`src/pkg/jsp_consts.svh`:
```
// constants for the jtag source and probe instrument
// assumes one hub delivers a 7-bit instance address to every instance
`ifndef JSP_CONSTS_SVH
`define JSP_CONSTS_SVH

// widest source or probe bus and number of addressable instances
`define JSP_MAX_W 256
`define JSP_MAX_INST 128
`define JSP_ADDR_W 7
// width of the shift counter, wide enough to count to JSP_MAX_W
`define JSP_CNT_W 9

// positions of the hub signals in the synchroniser vector
`define JSP_B_TCK 0
`define JSP_B_TDI 1
`define JSP_B_SEL 2
`define JSP_B_CAP 3
`define JSP_B_SHF 4
`define JSP_B_UPD 5
`define JSP_B_ADR 6
`define JSP_NSYNC 13

// reset values
`define JSP_RST_TGL 1'b0

`endif

```
`src/pkg/jsp_pkg.sv`:
```
// types shared by the source and probe instrument
// assumes jsp_consts.svh is available on the include path
package jsp_pkg;

  // chain state: waiting for capture, shifting, shifted full length
  typedef enum logic [1:0] {
    JSP_IDLE,
    JSP_SHIFT,
    JSP_FULL
  } jsp_state_t;

endpackage : jsp_pkg

```
`src/pkg/jsp_src_if.sv`:
```
// carrier for a finished source word from the chain to the source clock side
// assumes the word stays stable for many cycles after each request toggle
`timescale 1ns/1ps
interface jsp_src_if #(
  parameter int SOURCE_W = 32
);
  logic req_tgl;
  logic [SOURCE_W-1:0] data;

  modport tx (output req_tgl, output data);
  modport rx (input req_tgl, input data);
endinterface : jsp_src_if

```
`src/rtl/jsp_src_sync.sv`:
```
// source register in the user source clock domain
// assumes data is held stable by the sender from its toggle to the next toggle
`timescale 1ns/1ps
`include "jsp_consts.svh"
module jsp_src_sync import jsp_pkg::*; #(
  parameter int SOURCE_W = 32,
  parameter logic [`JSP_MAX_W-1:0] INIT_VAL = '0,
  parameter bit USE_ENA = 1'b0
) (
  // clock and reset
  input wire logic src_clk,
  input wire logic sys_rst,
  // clock enable for the source registers
  input wire logic src_ena,
  // word from the chain
  jsp_src_if.rx link,
  // registered source value
  output logic [SOURCE_W-1:0] src_out
);

  typedef struct packed {
    logic t1;
    logic t2;
    logic t3;
    logic seen;
    logic [SOURCE_W-1:0] src;
  } jsp_sync_st_t;

  jsp_sync_st_t q;
  jsp_sync_st_t n;
  logic ena_ok;
  logic load;

  // enable only qualifies when it was built in
  assign ena_ok = src_ena || !USE_ENA;
  assign load = (q.t2 == q.t3) && (q.t3 != q.seen) && ena_ok;

  // toggle synchroniser and source load
  always_comb begin
    n = q;
    n.t1 = link.req_tgl;
    n.t2 = q.t1;
    n.t3 = q.t2;
    if (load) begin
      n.seen = q.t3;
      n.src = link.data;
    end
  end

  // state register, source starts at its build-time value
  always_ff @(posedge src_clk or posedge sys_rst) begin
    if (sys_rst) begin
      q <= '{t1: `JSP_RST_TGL, t2: `JSP_RST_TGL, t3: `JSP_RST_TGL,
             seen: `JSP_RST_TGL, src: INIT_VAL[SOURCE_W-1:0]};
    end else begin
      q <= n;
    end
  end

  assign src_out = q.src;
endmodule : jsp_src_sync

```
`src/rtl/jsp_top.sv`:
```
// jtag source and probe instrument, one instance behind the debug hub
// assumes the debug_hub_mux drives tck, tdi, select, address and the
// capture, shift and update strobes, all asynchronous to CLK
//
// Behaviour
// - the probe bus width is a build parameter from 1 to 256 bits.
// - the source bus width is a build parameter from 1 to 256 bits.
// - the hub address is 7 bits wide so up to 128 instances share one hub.
// - the instance drives its source bus and samples its probe bus.
// - source and probe values travel through a serial chain shifted by the host.
// - a capture samples the probe in one cycle and an update writes the source in one.
// - each instance carries a build index and answers only when the hub addresses it.
// - the source shows its build-time initial value until the first host write.
// - in synchronous mode the source is registered in the user source clock domain.
// - the source clock enable is used only when synchronous mode is also built.
// - all traffic reaches the instance through the debug_hub_mux select and address.
// - in synchronous mode new source data is loaded on the source clock.
// - in synchronous mode the source enable gates the source registers so they load only while it is high.
`timescale 1ns/1ps
`include "jsp_consts.svh"
module jsp_top import jsp_pkg::*; #(
  parameter int PROBE_W = 32,
  parameter int SOURCE_W = 32,
  parameter logic [`JSP_ADDR_W-1:0] INDEX = '0,
  parameter logic [`JSP_MAX_W-1:0] INIT_VAL = '0,
  parameter bit SYNC_MODE = 1'b0,
  parameter bit USE_ENA = 1'b0
) (
  // system clock and reset
  input wire logic CLK,
  input wire logic SYS_RST,
  // debug hub link
  input wire logic JTAG_TCK,
  input wire logic JTAG_TDI,
  input wire logic JTAG_SEL,
  input wire logic [`JSP_ADDR_W-1:0] JTAG_ADDR,
  input wire logic JTAG_CAPTURE,
  input wire logic JTAG_SHIFT,
  input wire logic JTAG_UPDATE,
  output logic JTAG_TDO,
  // user probe side
  input wire logic [PROBE_W-1:0] PROBE,
  // user source side
  input wire logic SOURCE_CLK,
  input wire logic SOURCE_ENA,
  output logic [SOURCE_W-1:0] SOURCE
);

  localparam int CHAIN_W = (PROBE_W > SOURCE_W) ? PROBE_W : SOURCE_W;

  // build-time limits on the bus widths
  if (PROBE_W < 1 || PROBE_W > `JSP_MAX_W) begin : g_bad_probe
    $error("probe width out of range");
  end
  if (SOURCE_W < 1 || SOURCE_W > `JSP_MAX_W) begin : g_bad_source
    $error("source width out of range");
  end

  typedef struct packed {
    logic [`JSP_NSYNC-1:0] s1;
    logic [`JSP_NSYNC-1:0] s2;
    logic [`JSP_NSYNC-1:0] s3;
    logic tck_lvl;
    jsp_state_t st;
    logic [`JSP_CNT_W-1:0] cnt;
    logic [CHAIN_W-1:0] sh;
    logic tdo;
    logic [SOURCE_W-1:0] src;
    logic xreq;
  } jsp_top_st_t;

  jsp_top_st_t q;
  jsp_top_st_t n;
  logic rise;
  logic hit;
  logic cap_s;
  logic shf_s;
  logic upd_s;
  logic tdi_s;
  logic [SOURCE_W-1:0] sync_src;

  jsp_src_if #(.SOURCE_W(SOURCE_W)) xfer ();

  // true when the hub selects this instance by its index
  function automatic logic addr_hit(input logic [`JSP_NSYNC-1:0] v);
    addr_hit = v[`JSP_B_SEL] && (v[`JSP_B_ADR +: `JSP_ADDR_W] == INDEX);
  endfunction : addr_hit

  // agreed hub signals from the third stage
  assign rise = q.s2[`JSP_B_TCK] && q.s3[`JSP_B_TCK] && !q.tck_lvl;
  assign hit = addr_hit(q.s3);
  assign cap_s = q.s3[`JSP_B_CAP];
  assign shf_s = q.s3[`JSP_B_SHF];
  assign upd_s = q.s3[`JSP_B_UPD];
  assign tdi_s = q.s3[`JSP_B_TDI];

  // synchronisers, chain state machine and source register
  always_comb begin
    n = q;
    n.s1 = {JTAG_ADDR, JTAG_UPDATE, JTAG_SHIFT, JTAG_CAPTURE, JTAG_SEL, JTAG_TDI, JTAG_TCK};
    n.s2 = q.s1;
    n.s3 = q.s2;
    if (q.s2[`JSP_B_TCK] == q.s3[`JSP_B_TCK]) begin
      n.tck_lvl = q.s3[`JSP_B_TCK];
    end
    if (rise && hit) begin
      if (cap_s) begin
        n.sh = CHAIN_W'(PROBE);
        n.tdo = PROBE[0];
        n.cnt = '0;
        n.st = JSP_SHIFT;
      end else if (shf_s) begin
        unique case (q.st)
          JSP_IDLE: begin
            n.st = JSP_IDLE; // shift without capture is ignored
          end
          JSP_SHIFT, JSP_FULL: begin
            n.sh = {tdi_s, q.sh[CHAIN_W-1:1]};
            n.tdo = (CHAIN_W > 1) ? q.sh[CHAIN_W > 1 ? 1 : 0] : tdi_s;
            if (q.st == JSP_SHIFT) begin
              n.cnt = q.cnt + `JSP_CNT_W'(1);
              if (q.cnt == `JSP_CNT_W'(CHAIN_W - 1)) begin
                n.st = JSP_FULL;
              end
            end
          end
        endcase
      end else if (upd_s) begin
        if (q.st == JSP_FULL) begin
          n.src = q.sh[SOURCE_W-1:0];
          n.xreq = !q.xreq;
        end
        n.st = JSP_IDLE;
      end
    end
  end

  // state register
  always_ff @(posedge CLK or posedge SYS_RST) begin
    if (SYS_RST) begin
      q <= '{s1: '0, s2: '0, s3: '0, tck_lvl: 1'b0, st: JSP_IDLE, cnt: '0, sh: '0,
             tdo: 1'b0, src: INIT_VAL[SOURCE_W-1:0], xreq: `JSP_RST_TGL};
    end else begin
      q <= n;
    end
  end

  // hand the finished word to the source clock side
  assign xfer.req_tgl = q.xreq;
  assign xfer.data = q.src;

  jsp_src_sync #(
    .SOURCE_W(SOURCE_W),
    .INIT_VAL(INIT_VAL),
    .USE_ENA(SYNC_MODE && USE_ENA)
  ) u_src_sync (
    .src_clk(SOURCE_CLK),
    .sys_rst(SYS_RST),
    .src_ena(SOURCE_ENA),
    .link(xfer.rx),
    .src_out(sync_src)
  );

  // outputs, each from a flip-flop
  assign JTAG_TDO = q.tdo;
  assign SOURCE = SYNC_MODE ? sync_src : q.src;
endmodule : jsp_top
```
`config.mk`:
```
export PLATFORM = sky130hd
export DESIGN_NAME = jsp_top
export DESIGN_NICKNAME = d
export VERILOG_FILES = /design/src/pkg/jsp_pkg.sv /design/src/pkg/jsp_src_if.sv /design/src/rtl/jsp_src_sync.sv /design/src/rtl/jsp_top.sv
export VERILOG_INCLUDE_DIRS = /design/src /design/src/pkg
export SDC_FILE = /design/constraint.sdc
export NUM_CORES = 1
export LEC_CHECK = 0
export ABC_CLOCK_PERIOD_IN_PS = 4190
export BUFFER_PORTS_ARGS = -buffer_cell sky130_fd_sc_hd__buf_2
export CAP_MARGIN = 15
export CORE_MARGIN = 3
export CORE_UTILIZATION = 50
export CTS_CLUSTER_DIAMETER = 60
export DETAILED_ROUTE_END_ITERATION = 12
export GPL_TIMING_DRIVEN = 0
export PLACE_DENSITY = 0.75
export SLEW_MARGIN = 20
export SYNTH_ARGS = -nofsm -noshare
export SYNTH_HDL_FRONTEND = slang
export SYNTH_SLANG_ARGS = --single-unit
```
`constraint.sdc`:
```
create_clock -name CLK -period 4.19 [get_ports CLK]
set_input_delay 1.257 -clock CLK [delete_from_list [all_inputs] [get_ports CLK]]
set_output_delay 1.257 -clock CLK [all_outputs]
set_load 0.1 [all_outputs]
```
==> results.md <==
- Post-synthesis instance total: 366
- RSZ-0062 raised after global routing: false
- CP endpoint kind: output pin
- Post-DP Area: 0.005430 mm^2
- Rows: 35
- Initial antenna violation count: 0
- Required @ worst endpoint: 2.93 ns
- Clock sinks: 115
- Drc violations: 0
- Synthesized area per cell: 13.14 um^2
- Sequential Area: 0.002878 mm^2
- Fill count: 727
- Largest net degree at the start of global routing: 35
- H-tree levels: 4
- Headroom to the max-slew limit: 0.5030
- PD cells: 438.1 mW/mm^2
- Design area: 0.006011 mm^2
- Final GP Congestion: 0.8613
- Seq/Total Area, Yosys: 0.5983
- Critical path buffers and inverters: 2
- Top_reg_cell synth: dfrtp_1
- Netlist cell types: 36
- Die area: 0.01083 mm^2
- Post-route minimum period: 2.662 ns
- Die height: 104.1 um
- Delay-heaviest family, CP: buffers and inverters
- Post-cts sizing count: 0
- WL/cell: 14.17 um
- Multi-input gate area: 0.001587 mm^2
- Clk_lat worst skew: 0.51 ns
- Final setup viols: 0
- Fmax: 375.6 MHz
- Final period util: 0.6353
- Clock Path Buffers: 2
- I/O Buffers: 79
- Kind of critical path: reg2out
- Most numerous cell in the Yosys netlist: dfrtp_1
- Worst EP arrival: 1.41 ns
- Post-synth top cells: dfrtp_1 (115), nand2_1 (41), o21ai_0 (38), buf_4 (32), mux2i_1 (32)
- Grt total ovfl: 0
- Worst slew pin tran: 0.7455 ns
- Fin cells: 609
- Leakage: 3.200 nW
- Peak VDD IR: 293.8 uV
- Clk_skew: 0.02034 ns
- Hold_buf cts: 0
- CP Max Fanout: 2
- Mapped cell area: 0.004810 mm^2
- Worst hold path type: reg2reg
- Layout area overhead: 24.97%
- Largest cells by area after synthesis: dfrtp_1 (60%), mux2_4 (9.4%), mux2i_1 (6.7%), buf_4 (5.0%), o21ai_0 (4.0%)
- Worst path slowest cell: buf_2
- Final WL: 8628 um
- Post-CTS Setup Inserts: 0
- Final setup TNS: 0 ns
- Die Wd: 104.1 um
- Result of the run: finished clean
- Via count: 3006
- Root Driver: clkbuf_8
- Initial Util: 0.5181
- Syn. warnings: 0
- Drt pass-1 iters: 4
- Synth area leader: dfrtp_1
- Pins Over Slew Limit: 0
- Async SR Flop Fraction: 1.000
- Number of vias per cell: 4.936
- Diode count: 0
- Number of flops mapped to enable cells by yosys: 0
- Slowest stage delay, CP: 0.41 ns
- Share of layout cells above drive strength 1: 0.3979
- Number of global-route vias before repair: 3192
- Top Ports: 82
- Synth Register Bits: 115
- Detail Route Antenna Nets: 0
- Floorplan core area: 0.009284 mm^2
- Post-DP HPWL: 5852 um
- GRT Total Usage: 0.1729
- CTS tree: yes
- Crit path launch type: flop
- Cell count after placement: 577
- Global-route wire length before repair: 15140 um
- Final hold vios: 0
- Critical path, cell by cell: buf_4 > buf_2
- Total of max-cap violations: 0
- Total CTS buffers: 17
- Starting DRT DRC Count: 93
- Syn nets: 420
- Reg clk slew, reported paths: 0.06 ns
- Top-area cell type share of the netlist area: 0.5983
- # nets final: 521
placed cells by master, fill, tap and decap left out, drive strengths merged, types with 2 or more instances in the layout:
cell / synthesis / routed
buf: 40 / 122
dfrtp: 115 / 115
nand2: 41 / 41
o21ai: 38 / 38
mux2: 34 / 34
mux2i: 32 / 32
clkbuf: 8 / 26
inv: 5 / 8
nand3: 7 / 7
clkinv: 0 / 7
nand4: 6 / 6
ha: 5 / 5
nor2: 4 / 4
nand3b: 4 / 4
or4: 4 / 4
nor4: 3 / 3
nor4b: 3 / 3
nand2b: 2 / 2
and4: 2 / 2
a21oi: 2 / 2
clkinvlp: 0 / 2
bufinv: 0 / 2
layout make-up:
cell class | instances | share of cell area
clock buffers | 18 | 0.07119
plain buffers | 48 | 0.05433
multi-input cells | 198 | 0.2639
repair buffers | 82 | 0.07577
clock inverters | 14 | 0.02540
inverters | 5 | 0.003747
well taps | 129 | 0.02685
flip-flops and latches | 115 | 0.4788
sequential cells by signal, indices dropped and copies added, names as in the netlist:
register,count
SOURCE,32
q,56
n,26
cap_s,1
per-stage QoR:
stage | hold slack, ns | utilization | worst slack (ns) | power, mW
5_1_grt | 0.3488 | 0.6474 | 1.478 | 2.738
4_1_cts | 0.3453 | 0.6474 | 1.506 | 2.666
2_1_floorplan | 0.3312 | - | 1.534 | 1.221
3_5_place_dp | 0.3347 | 0.5849 | 2.009 | 1.267
6_report | 0.3430 | 0.6474 | 1.528 | 2.633
3_3_place_gp | 0.3325 | 0.5784 | 0.8540 | 1.256
routing by layer:
metal | global-route usage | share of wire
met1 | 0.2328 | 0.45
met2 | 0.2683 | 0.50
met3 | 0.05152 | 0.048
met4 | 0.06078 | 0.0078
met5 | 0 | 0
worst reg2reg max path, stage by stage, from the launching register on:
cell and delay [ns]:
dfrtp_1 0.36, inv_1 0.09, ha_1 0.35, nor2b_1 0.06
o2111ai_1 0.60, clkbuf_1 0.44, nand2_1 0.12, o21ai_0 0.10
worst paths after layout:
kind / startpoint / endpoint / slack (ns) / depth (start not counted)
setup / recovery: SOURCE[31] / SOURCE[31] / 1.53 / 2
hold / removal: n[94] / n[81] / 0.34 / 0
setup reg to reg: q[75] / q[43] / 1.99 / 7
hold reg to reg: n[94] / n[81] / 0.34 / 0
max in group asynchronous: SYS_RST / q[40] / 2.66 / 4
min in group asynchronous: SYS_RST / n[98] / 0.78 / 2
logic make-up (layout without fill, tap and decap cells):
family / count (synthesis) / count (layout) / share of synthesized area
flops: 115 / 115 / 0.5983
simple gates: 81 / 81 / 0.09470
mux: 66 / 66 / 0.1696
buf+inv: 53 / 167 / 0.07180
compound gates: 46 / 46 / 0.05255
fa+ha+maj: 5 / 5 / 0.01301
report_power, final:
part,leakage (nW),switching [mW],internal [mW],total (mW)
Clock,0.286,0.520,0.868,1.39
Combinational,1.56,0.0522,0.0426,0.0948
Sequential,1.35,0.0134,1.14,1.15
(Power assumes the default switching activity.)
